## src/iqgom_pkg.sv

```systemverilog
package iqgom_pkg;

  ////////////////////////////////////////////////////////////////////////////
  // Bus widths
  localparam int IQGOM_ADDR_W = 8;
  localparam int IQGOM_DATA_W = 32;
  localparam int IQGOM_SAMP_W = 16;

  ////////////////////////////////////////////////////////////////////////////
  // Register indices; byte address is four times the index
  localparam logic [5:0] IDX_C_OFS = 6'h0A;
  localparam logic [5:0] IDX_D_OFS = 6'h0B;
  localparam logic [5:0] IDX_A_GAIN = 6'h0C;
  localparam logic [5:0] IDX_MIX_B_GAIN = 6'h0D;
  localparam logic [5:0] IDX_C_GAIN = 6'h0E;
  localparam logic [5:0] IDX_AUTOSYNC = 6'h1E;
  localparam logic [5:0] IDX_ACT_C_OFS = 6'h20;
  localparam logic [5:0] IDX_ACT_D_OFS = 6'h21;

  ////////////////////////////////////////////////////////////////////////////
  // Field positions
  localparam int OFS_MSB = 12;
  localparam int GAIN_MSB = 10;
  localparam int GAIN_FRAC = 10;
  localparam int MIX_LSB = 12;
  localparam int MIX_MSB = 15;
  localparam int AUTOSYNC_BIT = 0;
  localparam int MIX_P8 = 3;
  localparam int MIX_P4 = 2;
  localparam int MIX_P2 = 1;
  localparam int MIX_M4 = 0;

  ////////////////////////////////////////////////////////////////////////////
  // Reset values
  localparam logic [12:0] OFS_RST = 13'h0000;
  localparam logic [10:0] GAIN_RST = 11'h400;
  localparam logic [3:0] MIX_RST = 4'h0;
  localparam logic AUTOSYNC_RST = 1'b0;

  ////////////////////////////////////////////////////////////////////////////
  // Coarse mixer phase steps in eighths of a turn, and cos(45 deg) in Q15
  localparam logic [2:0] STEP_P8 = 3'h1;
  localparam logic [2:0] STEP_P4 = 3'h2;
  localparam logic [2:0] STEP_P2 = 3'h4;
  localparam logic [2:0] STEP_M4 = 3'h6;
  localparam logic signed [17:0] COS45_Q15 = 18'sh05A82;
  localparam int COS45_SHIFT = 15;

  // Register select decoded from the bus address
  typedef enum {
    SEL_C_OFS, SEL_D_OFS, SEL_A_GAIN, SEL_MIX_B_GAIN, SEL_C_GAIN,
    SEL_AUTOSYNC, SEL_ACT_C_OFS, SEL_ACT_D_OFS, SEL_NONE
  } iqgom_sel_t;

  // Clamp a wide signed value to the sample width
  function automatic logic signed [15:0] iqgom_sat(input logic signed [19:0] v);
    if (v > 20'sh07FFF) begin
      return 16'sh7FFF;
    end else if (v < -20'sh08000) begin
      return -16'sh8000;
    end else begin
      return v[15:0];
    end
  endfunction

endpackage

```

## src/iqgom_chan.sv

```systemverilog
`timescale 1ns/1ps
module iqgom_chan import iqgom_pkg::*; (
  // Clock and reset
  input wire logic pclk,
  input wire logic presetn,
  // Correction settings
  input wire logic [10:0] gain,
  input wire logic signed [12:0] offset,
  // Sample stream
  input wire logic signed [15:0] sample,
  input wire logic sample_valid,
  output logic signed [15:0] result,
  output logic result_valid
);

  typedef struct packed {
    logic signed [15:0] res;
    logic vld;
  } iqgom_chan_st_t;

  iqgom_chan_st_t q, d;
  logic signed [27:0] prod;
  logic signed [19:0] sum;

  ////////////////////////////////////////////////////////////////////////////
  // Gain is Q1.10 unsigned, so drop ten fraction bits before the offset add
  always_comb begin
    d = q;
    prod = 28'(sample) * 28'($signed({1'b0, gain}));
    sum = 20'(prod >>> GAIN_FRAC) + 20'(offset);
    d.vld = sample_valid;
    if (sample_valid) begin
      d.res = iqgom_sat(sum);
    end
  end

  // State register
  always_ff @(posedge pclk or negedge presetn) begin
    if (!presetn) begin
      q <= '0;
    end else begin
      q <= d;
    end
  end

  assign result = q.res;
  assign result_valid = q.vld;

endmodule

```

## src/iqgom_regs.sv

```systemverilog
// Contract
// - Channel C offset is a 13-bit signed LSB value in bits 12:0, reset zero.
// - With autosync enabled, a write to the channel C offset raises a sync event.
// - A sync event loads both stored C and D offsets into the datapath together.
// - A D offset write alone only changes the stored value, not the datapath.
// - Channel D offset is a 13-bit signed LSB value in bits 12:0, reset zero.
// - Channel A gain is an 11-bit unsigned factor from 0 to 1.9990.
// - Gain words have the binary point between bits 9 and 10.
// - Channel B gain sits in bits 10:0 of the register shared with the mixer.
// - Channel C gain is an 11-bit unsigned factor in the same format.
// - Each gain register resets to 0x0400, unity gain.
// - Mixer bits reset to zero; 15 is +fs/8, 14 fs/4, 13 fs/2, 12 -fs/4.
// - Several mixer bits cascade into a total shift of n times fs/8.
// - Reserved bits reset to zero and stay zero.
`timescale 1ns/1ps
module iqgom_regs import iqgom_pkg::*; (
  // Clock and reset
  input wire logic pclk,
  input wire logic presetn,
  // APB slave
  input wire logic psel,
  input wire logic penable,
  input wire logic pwrite,
  input wire logic [7:0] paddr,
  input wire logic [31:0] pwdata,
  output logic [31:0] prdata,
  output logic pready,
  output logic pslverr,
  // External sync request for the CD offsets
  input wire logic sync_in,
  // Input samples
  input wire logic signed [15:0] sample_a_in,
  input wire logic signed [15:0] sample_b_in,
  input wire logic signed [15:0] sample_c_in,
  input wire logic signed [15:0] sample_d_in,
  input wire logic sample_valid_in,
  // Corrected and mixed samples
  output logic signed [15:0] sample_a_out,
  output logic signed [15:0] sample_b_out,
  output logic signed [15:0] sample_c_out,
  output logic signed [15:0] sample_d_out,
  output logic sample_valid_out,
  output logic offset_loaded
);

  typedef struct packed {
    logic [12:0] chan_c_offset_value;
    logic [12:0] chan_d_offset_value;
    logic [10:0] chan_a_gain_value;
    logic [10:0] chan_b_gain_value;
    logic [10:0] chan_c_gain_value;
    logic [3:0] cmix;
    logic autosync;
    logic [12:0] act_c_ofs;
    logic [12:0] act_d_ofs;
    logic [2:0] phase;
    logic signed [15:0] out_a;
    logic signed [15:0] out_b;
    logic signed [15:0] out_c;
    logic signed [15:0] out_d;
    logic out_vld;
    logic loaded;
    logic [31:0] rdata;
    logic rdy;
    logic err;
  } iqgom_st_t;

  iqgom_st_t q, d;
  iqgom_sel_t sel;
  logic setup;
  logic access;
  logic load;
  logic [3:0][10:0] ch_gain;
  logic [3:0][12:0] ch_ofs;
  logic [3:0][15:0] ch_in;
  logic [3:0][15:0] ch_res;
  logic [3:0] ch_vld;
  logic [31:0] rot_ab;
  logic [31:0] rot_cd;

  ////////////////////////////////////////////////////////////////////////////
  // Address decode; anything off a word boundary is unmapped
  function automatic iqgom_sel_t reg_sel(input logic [7:0] a);
    if (a[1:0] != 2'h0) begin
      return SEL_NONE;
    end
    case (a[7:2])
      IDX_C_OFS: return SEL_C_OFS;
      IDX_D_OFS: return SEL_D_OFS;
      IDX_A_GAIN: return SEL_A_GAIN;
      IDX_MIX_B_GAIN: return SEL_MIX_B_GAIN;
      IDX_C_GAIN: return SEL_C_GAIN;
      IDX_AUTOSYNC: return SEL_AUTOSYNC;
      IDX_ACT_C_OFS: return SEL_ACT_C_OFS;
      IDX_ACT_D_OFS: return SEL_ACT_D_OFS;
      default: return SEL_NONE;
    endcase
  endfunction

  // Total phase step per sample in eighths of a turn
  function automatic logic [2:0] mix_step(input logic [3:0] m);
    logic [2:0] s;
    s = 3'h0;
    if (m[MIX_P8]) begin
      s = s + STEP_P8;
    end
    if (m[MIX_P4]) begin
      s = s + STEP_P4;
    end
    if (m[MIX_P2]) begin
      s = s + STEP_P2;
    end
    if (m[MIX_M4]) begin
      s = s + STEP_M4;
    end
    return s;
  endfunction

  // Rotate an I/Q pair by k eighths of a turn, quarter turns exact
  function automatic logic [31:0] rotate(input logic [2:0] k,
                                         input logic signed [15:0] i,
                                         input logic signed [15:0] qv);
    logic signed [17:0] a;
    logic signed [17:0] b;
    logic signed [17:0] ra;
    logic signed [17:0] rb;
    logic signed [35:0] pa;
    logic signed [35:0] pb;
    a = 18'(i);
    b = 18'(qv);
    pa = '0;
    pb = '0;
    case (k[2:1])
      2'h0: begin
        ra = a;
        rb = b;
      end
      2'h1: begin
        ra = -b;
        rb = a;
      end
      2'h2: begin
        ra = -a;
        rb = -b;
      end
      default: begin
        ra = b;
        rb = -a;
      end
    endcase
    // Odd steps add a 45 degree turn; costs two multipliers per pair
    if (k[0]) begin
      pa = (36'(ra) - 36'(rb)) * 36'(COS45_Q15);
      pb = (36'(ra) + 36'(rb)) * 36'(COS45_Q15);
      ra = 18'(pa >>> COS45_SHIFT);
      rb = 18'(pb >>> COS45_SHIFT);
    end
    return {iqgom_sat(20'(ra)), iqgom_sat(20'(rb))};
  endfunction

  ////////////////////////////////////////////////////////////////////////////
  // Per-channel correction; D gain is tied to unity (GAIN_RST) and the AB offsets to zero (OFS_RST)
  assign ch_gain[0] = q.chan_a_gain_value;
  assign ch_gain[1] = q.chan_b_gain_value;
  assign ch_gain[2] = q.chan_c_gain_value;
  assign ch_gain[3] = GAIN_RST;
  assign ch_ofs[0] = OFS_RST;
  assign ch_ofs[1] = OFS_RST;
  assign ch_ofs[2] = q.act_c_ofs;
  assign ch_ofs[3] = q.act_d_ofs;
  assign ch_in[0] = sample_a_in;
  assign ch_in[1] = sample_b_in;
  assign ch_in[2] = sample_c_in;
  assign ch_in[3] = sample_d_in;

  genvar g;
  generate
    for (g = 0; g < 4; g++) begin : g_chan
      iqgom_chan iqgom_chan_i (
        .pclk(pclk),
        .presetn(presetn),
        .gain(ch_gain[g]),
        .offset($signed(ch_ofs[g])),
        .sample($signed(ch_in[g])),
        .sample_valid(sample_valid_in),
        .result(ch_res[g]),
        .result_valid(ch_vld[g])
      );
    end
  endgenerate

  // Coarse mixer works on the AB and CD pairs with one shared phase
  assign rot_ab = rotate(q.phase, ch_res[0], ch_res[1]);
  assign rot_cd = rotate(q.phase, ch_res[2], ch_res[3]);

  assign sel = reg_sel(paddr);
  assign setup = psel & ~penable;
  assign access = psel & penable & q.rdy;

  ////////////////////////////////////////////////////////////////////////////
  // Next state: bus slave, offset sync and mixer stage
  always_comb begin
    d = q;
    load = sync_in;
    d.loaded = 1'b0;
    // Setup phase latches read data and error so the answer is a flop
    if (setup) begin
      d.rdy = 1'b1;
      d.err = (sel == SEL_NONE) ||
              (pwrite && (sel == SEL_ACT_C_OFS || sel == SEL_ACT_D_OFS));
      d.rdata = '0;
      case (sel)
        SEL_C_OFS: d.rdata[OFS_MSB:0] = q.chan_c_offset_value;
        SEL_D_OFS: d.rdata[OFS_MSB:0] = q.chan_d_offset_value;
        SEL_A_GAIN: d.rdata[GAIN_MSB:0] = q.chan_a_gain_value;
        SEL_MIX_B_GAIN: begin
          d.rdata[MIX_MSB:MIX_LSB] = q.cmix;
          d.rdata[GAIN_MSB:0] = q.chan_b_gain_value;
        end
        SEL_C_GAIN: d.rdata[GAIN_MSB:0] = q.chan_c_gain_value;
        SEL_AUTOSYNC: d.rdata[AUTOSYNC_BIT] = q.autosync;
        SEL_ACT_C_OFS: d.rdata[OFS_MSB:0] = q.act_c_ofs;
        SEL_ACT_D_OFS: d.rdata[OFS_MSB:0] = q.act_d_ofs;
        default: d.rdata = '0;
      endcase
      // Refused transfers return zero, also writes aimed at the read-only offsets
      if (d.err) begin
        d.rdata = '0;
      end
    end
    // Access phase completes here; writes land on this edge only
    if (access) begin
      d.rdy = 1'b0;
      d.err = 1'b0;
      if (pwrite && !q.err) begin
        case (sel)
          SEL_C_OFS: begin
            d.chan_c_offset_value = pwdata[OFS_MSB:0];
            if (q.autosync) begin
              load = 1'b1;
            end
          end
          SEL_D_OFS: d.chan_d_offset_value = pwdata[OFS_MSB:0];
          SEL_A_GAIN: d.chan_a_gain_value = pwdata[GAIN_MSB:0];
          SEL_MIX_B_GAIN: begin
            d.cmix = pwdata[MIX_MSB:MIX_LSB];
            d.chan_b_gain_value = pwdata[GAIN_MSB:0];
          end
          SEL_C_GAIN: d.chan_c_gain_value = pwdata[GAIN_MSB:0];
          SEL_AUTOSYNC: d.autosync = pwdata[AUTOSYNC_BIT];
          default: d.autosync = q.autosync;
        endcase
      end
    end
    // Both offsets move on the same edge, including a C value written now
    if (load) begin
      d.act_c_ofs = d.chan_c_offset_value;
      d.act_d_ofs = d.chan_d_offset_value;
      d.loaded = 1'b1;
    end
    // Mixer output stage; phase only advances with real samples
    d.out_vld = ch_vld[0];
    if (ch_vld[0]) begin
      d.out_a = rot_ab[31:16];
      d.out_b = rot_ab[15:0];
      d.out_c = rot_cd[31:16];
      d.out_d = rot_cd[15:0];
      d.phase = q.phase + mix_step(q.cmix);
    end
  end

  ////////////////////////////////////////////////////////////////////////////
  // State register with documented reset values
  always_ff @(posedge pclk or negedge presetn) begin
    if (!presetn) begin
      q <= '0;
      q.chan_c_offset_value <= OFS_RST;
      q.chan_d_offset_value <= OFS_RST;
      q.chan_a_gain_value <= GAIN_RST;
      q.chan_b_gain_value <= GAIN_RST;
      q.chan_c_gain_value <= GAIN_RST;
      q.cmix <= MIX_RST;
      q.autosync <= AUTOSYNC_RST;
      q.act_c_ofs <= OFS_RST;
      q.act_d_ofs <= OFS_RST;
    end else begin
      q <= d;
    end
  end

  ////////////////////////////////////////////////////////////////////////////
  // Outputs straight from the state register
  assign prdata = q.rdata;
  assign pready = q.rdy;
  assign pslverr = q.err;
  assign sample_a_out = q.out_a;
  assign sample_b_out = q.out_b;
  assign sample_c_out = q.out_c;
  assign sample_d_out = q.out_d;
  assign sample_valid_out = q.out_vld;
  assign offset_loaded = q.loaded;

endmodule

```

## config.mk

```make
export PLATFORM = sky130hd
export DESIGN_NAME = iqgom_regs
export DESIGN_NICKNAME = d
export VERILOG_FILES = /design/src/iqgom_pkg.sv /design/src/iqgom_chan.sv /design/src/iqgom_regs.sv
export SDC_FILE = /design/constraint.sdc
export NUM_CORES = 2
export LEC_CHECK = 0
export ABC_AREA = 1
export BUFFER_PORTS_ARGS = -buffer_cell sky130_fd_sc_hd__buf_2
export CORE_ASPECT_RATIO = 1.75
export CORE_MARGIN = 4
export CORE_UTILIZATION = 30
export DETAILED_ROUTE_END_ITERATION = 10
export SETUP_SLACK_MARGIN = 0.1
export SYNTH_ARGS = -nofsm -noshare
export SYNTH_HDL_FRONTEND = slang
export SYNTH_SLANG_ARGS = --single-unit
```

## constraint.sdc

```tcl
create_clock -name pclk -period 25.6 [get_ports pclk]
set_input_delay 5.12 -clock pclk [delete_from_list [all_inputs] [get_ports pclk]]
set_output_delay 5.12 -clock pclk [all_outputs]
set_load 0.03 [all_outputs]
```

Word level (Yosys, flattened, before mapping). Index checks and enable logic that the tools add are counted.

Flip-flop bits (word level): 242. Output and inout port bits: 100. Word-level logic and storage cells: 156.

Add/subtract/negate cells: 14. Multipliers: 7. Order comparisons: 16. Equality and inequality tests: 20. Multiplexer cells: 58. Bitwise operators: 4. Reductions and logical operators: 13.

Operator list (count): $mux W16 (17); $pmux W18 S3 (4); $eq A32 B3 Y1 const B (4); $mul A19 B15 Y32 const B (4); $mux W64 (2); $gt A18 B16 Y1 const B (6); $lt A18 B16 Y1 const B (6); $mul A16 B12 Y28 (3); $mux W18 (4); $neg A16 Y18 (4); $pmux W10 S7 (1); $eq A32 B2 Y1 const B (2); $eq A32 B4 Y1 const B (2); $gt A20 B16 Y1 const B (2); $lt A20 B16 Y1 const B (2); $add A18 B18 Y19 (2); $sub A18 B18 Y19 (2); $mux W11 (3); $eq A32 B1 Y1 const B (1); $eq A32 B5 Y1 const B (1); $logic_not A32 Y1 (1); $mux W32 (1); $pmux W4 S8 (1); $eq A6 B4 Y1 const B (5); 25 further kinds (52).

Logic depth before layout (Yosys ltp).
Word-level depth: 12. Mapped depth: 54.

Cells and area by module. From an unflattened synthesis, not the netlist that was laid out.

Cell total of the unflattened synthesis: 8868. Area total of the unflattened synthesis: 66686.5 um^2.

Modules (own cells, without submodules): iqgom_regs (times used 1, cells each 4206, area each 32632.5 um^2, sequential area each 4433.0 um^2); iqgom_chan (g_chan[1].iqgom_chan_i ...) (times used 2, cells each 1164, area each 8523.2 um^2, sequential area each 425.4 um^2); iqgom_chan (g_chan[0].iqgom_chan_i) (times used 1, cells each 1165, area each 8531.9 um^2, sequential area each 425.4 um^2); iqgom_chan (g_chan[3].iqgom_chan_i) (times used 1, cells each 1169, area each 8475.6 um^2, sequential area each 425.4 um^2).

Worst setup path after synthesis. Ideal clock, no wire load.

Path type: input to register. Start: input sample_c_in[8]. End: register g_chan[2].iqgom_chan_i.q (netlist bit g_chan[2].iqgom_chan_i.result[8]). Library setup time: 0.119 ns. Arrival: 12.217 ns. Setup slack: 13.264 ns. Cell stages on the path: 36. Buffers on the path: 2. Path through: clkbuf_1 -> nand2_1 -> fa_1 -> fa_1 -> inv_1 -> fa_1 -> inv_1 -> fa_1 -> inv_1 -> fa_1 -> ha_1 -> nand2_1 -> nand2_1 -> a221oi_1 -> o21ai_0 -> a21oi_1 -> o21ai_0 -> a31oi_1 -> o21ai_0 -> a21oi_1 -> o21ai_0 -> nand2_1 -> nand2_1 -> xor2_1 -> ha_1 -> inv_1 -> nor4_1 -> nor3b_1 -> nand4_1 -> nand3_1 -> xor2_1 -> a31oi_1 -> nor2_1 -> clkbuf_1 -> o21ai_0 -> o21a_1.

Word-level cells in the longest chain between the ends: 5. Elaborated cells between the ends (all ways): 6. Classes of those cells: add/sub: 1; mul: 1; order compare: 2; mux: 2.

Ends and longest elaborated chain: start: declaration (RTL line iqgom_regs.sv:34) `input wire logic signed [15:0] sample_c_in,`; $mul A16 B12 Y28 (*) (RTL line iqgom_chan.sv:29) `prod = 28'(sample) * 28'($signed({1'b0, gain}));`; $add A18 B13 Y19 (*) (RTL line iqgom_chan.sv:30) `sum = 20'(prod >>> GAIN_FRAC) + 20'(offset);`; $lt A20 B16 Y1 (RTL line iqgom_pkg.sv:59) `end else if (v < -20'sh08000) begin`; $mux W16 (RTL line iqgom_pkg.sv:59); $mux W16 (*) (RTL line iqgom_pkg.sv:57) `if (v > 20'sh07FFF) begin`; end signal: assignment (RTL line iqgom_chan.sv:40) `q <= '0;`; end signal: assignment (RTL line iqgom_chan.sv:42) `q <= d;`; end: declaration (RTL line iqgom_chan.sv:21) `iqgom_chan_st_t q, d;`.

Every way passes the cells marked *; elsewhere a longest branch is shown, timed or not. A chain may end at the register's enable or synchronous reset.

Final worst setup path.
Start: input sample_c_in[8]. End: register g_chan[2].iqgom_chan_i.q (netlist bit g_chan[2].iqgom_chan_i.result[14]).

Same word-level chain as after synthesis.

==> metrics.md <==
| Metric | Value |
|---|---|
| Initial antenna violation count | `13` |
| Mapped cell area | `0.0556 mm²` |
| DRC | `0` |
| Synth Area per Inst | `7.83 µm²` |
| Pre-Repair DR Iteration Count | `6` |
| Die H | `577 µm` |
| Maximum number of pins on one net before global-route repair | `124` |
| Setup slack, reg-to-reg | `14630 ps` |
| First-pass GRT wire length | `259 mm` |
| Ports | `211` |
| Final #Nets | `8694` |
| Reg2Reg Depth | `35` |
| Max Cap Viol | `0` |
| FF-to-FF Start | `q[102]` |
| CTS-repair resized insts | `0` |
| IO buf count | `178` |
| Final Hold Viols | `0` |
| Setup ws final | `12390 ps` |
| Worst min-delay path startpoint | `sample_b_out[15]` |
| Relative slew slack | `15.7%` |
| Area grow syn2layout | `6.44%` |
| Die area | `0.192 mm²` |
| Clock sink count | `242` |
| Worst reg2reg endpoint | `sample_c_out[7]` |
| CTS max path bufs | `3` |
| # rows | `208` |
| Clock Root Buffer | `clkbuf_16` |
| Sequential area share after synthesis | `10.9%` |
| DP Area | `0.0581 mm²` |
| Hold Buf Count CTS | `0` |
| Status | `completed` |
| Crit path DAT | `13710 ps` |
| Antenna viol nets, final | `0` |
| Crit. End Element | `flop` |
| Actual slew at the worst max-slew pin | `1260 ps` |
| Postcts setup bufs | `0` |
| WP data required | `26110 ps` |
| Dpl hpwl | `139 mm` |
| RSZ-0062 raised after global routing | `false` |
| Via density | `4.81` |
| Type of the worst min-delay path | `flop to flop` |
| TNS Setup | `0 ps` |
| CP startpoint kind | `primary input` |
| #FFs+latches synth | `242` |
| CTS H-tree depth | `1` |
| Crit path to | `g_chan[2].iqgom_chan_i.result[14]` |
| Crit path launch | `sample_c_in[8]` |
| Pre-CTS WS | `11660 ps` |
| Critical-path top delay cell | `nor2_1` |
| Synth Instances | `7099` |
| Highest Clock Rate | `75.7 MHz` |
| Max Clock Skew | `46.7 ps` |
| Filler Cell Count | `19665` |
| Final critical-path required period | `13210 ps` |
| Layout cell share with drive strength beyond 1 | `4.59%` |
| Drt wl/cell | `17.2 µm` |
| Starting density of the core | `30.2%` |
| Final Instance Area | `0.0591 mm²` |
| Post-synth EDFFs | `0` |
| Critical Path Fanout Max | `13` |
| Initial DRC count | `2318` |
| Vias | `45548` |
| Inserted Clock Buffers | `29` |
| Total core area | `0.184 mm²` |
| Final setup fails | `0` |
| GP Congestion | `0.927` |
| Crit path largest cell delay | `560 ps` |
| Die Wd | `333 µm` |
| Clk_lat worst skew | `640 ps` |
| Period utilization | `51.6%` |
| Max-slew violations | `0` |
| CTS tree | `done` |
| WS Path Type | `primary input to flop` |
| Synth cell types | `61` |
| Ys flop type | `dfrtp_1` |
| Vias in the first global route | `48224` |
| Clk slew on worst S/H paths | `60 ps` |
| Ys async rst share | `100%` |
| Warnings, synthesis | `0` |
| Total detailed-routing wirelength | `163 mm` |
| Gr usage total | `16.7%` |
| Total congestion overflow | `0` |
-- Yosys cell counts (all sizes together), types with 3 or more instances --
library cell | instances | area (µm²)
inv | 1602 | 6010
nand2 | 1343 | 5060
ha | 803 | 10000
fa | 759 | 15200
a21oi | 440 | 2200
nor2 | 392 | 1490
o21ai | 331 | 1660
dfrtp | 239 | 5980
clkbuf | 200 | 751
xor2 | 193 | 1690
nand3 | 183 | 941
buf | 130 | 902
xnor2 | 65 | 569
nor3 | 56 | 280
a22oi | 49 | 368
nand4 | 32 | 200
o22ai | 28 | 175
o21bai | 27 | 206
o211ai | 20 | 150
o21a | 20 | 150
a21o | 19 | 143
a221oi | 19 | 166
a31oi | 18 | 113
or2 | 18 | 113
o221ai | 17 | 149
nor4 | 16 | 100
a22o | 11 | 96.3
mux2 | 11 | 124
o31ai | 10 | 80.1
a211oi | 9 | 67.6
o2111ai | 7 | 61.3
a21boi | 5 | 37.5
a31o | 5 | 43.8
and3 | 4 | 25.0
dfstp | 3 | 78.8
-- worst max-delay path: cells and delay by family --
| kind | cells | cell delay, ps |
|---|---|---|
| XOR/XNOR | 2 | 380 |
| AO/OA/AOI/OAI | 11 | 2640 |
| buffers and inverters | 5 | 500 |
| adder cells (fa/ha/maj) | 7 | 3210 |
| AND/OR/NAND/NOR | 10 | 1860 |
-- layout by cell type, fill, tap and decap left out, types with 9 or more instances in the layout --
cell type and count:
nor4_1 16, clkbuf_16 29, nand2_2 9, nor2_1 390, fa_1 759, o22ai_1 28, mux2_2 11, ha_1 803
o221ai_1 17, a21oi_1 440, dfrtp_1 237, o31ai_1 9, nor3_1 56, conb_1 16, a22o_1 11, xnor2_1 65
xor2_1 193, o21ai_0 318, a211oi_1 9, inv_1 1590, o21ai_1 12, o21a_1 20, nand2_1 1334, a221oi_1 19
buf_4 28, or2_2 15, inv_2 12, o21bai_1 26, o211ai_1 20, a22oi_1 49, a21o_1 19, nand3_1 178
buf_2 177, a31oi_1 18, nand4_1 32
-- cell type report --
type                       instances  area (µm²)  share of cell area (%)
multi-input combinational       4939       41900                    70.8
sequential                       242        6060                    10.3
inverter                        1603        6020                    10.2
tap                             2415        3020                    5.11
timing repair buffer             206        1110                    1.88
clock buffer                      37         796                    1.35
clock inverter                    16         228                   0.385
antenna                            5        12.5                  0.0212
-- metrics by stage --
| stage | util, % | hold WS, ps | std cells |
|---|---|---|---|
| after CTS | 32.2 | 495 | 9458 |
| after global routing | 32.2 | 520 | 9458 |
| after floorplan | - | 352 | 7114 |
| final | 32.2 | 488 | 9463 |
| after detailed placement | 31.6 | 469 | 9405 |
| after global placement | 31.6 | 464 | 9405 |
-- how the worst min path moves through the flow --
| stage | slack (ps) | to | cells after the start |
|---|---|---|---|
| 2_1_floorplan | 350 | sample_valid_out | 0 |
| 3_3_place_gp | 460 | prdata[12] | 2 |
| 3_5_place_dp | 470 | prdata[11] | 2 |
| 4_1_cts | 500 | sample_a_out[15] | 2 |
| 5_1_grt | 520 | prdata[11] | 2 |
| 6_report | 490 | sample_b_out[15] | 2 |
-- cells by family (layout without fill, tap and decap cells) --
group                    after synthesis  after routing  share of synthesized area, %
AND/OR/NAND/NOR                     2048           2048                          14.8
other                                  1             21                       0.00675
AO/OA/AOI/OAI                       1044           1044                          10.7
XOR/XNOR                             258            258                          4.07
flip-flops                           242            242                          10.9
adder cells (fa/ha/maj)             1562           1562                          45.4
buffers and inverters               1933           1862                          13.8
multiplexers                          11             11                         0.223
-- routing by layer --
metal  vias up  part of all wire (%)  GRT usage [%]
li1      21795                     -              -
met3       360                   4.5           1.80
met4        12                   5.6           7.89
met5         -                 0.042              0
met1     22175                    40           19.3
met2      1206                    50           30.7
-- state kept, by name (all words and copies together) (netlist names), 16 cells and up --
register	count
ch_gain	33
ch_ofs	26
g_chan.iqgom_chan_i.result	64
prdata	16
q	34
sample_a_out	16
sample_b_out	16
sample_c_out	16
sample_d_out	16
Power is left out: the tool's default activity adds up to more than one toggle a clock period on the data nets, which glitch-free logic cannot reach.
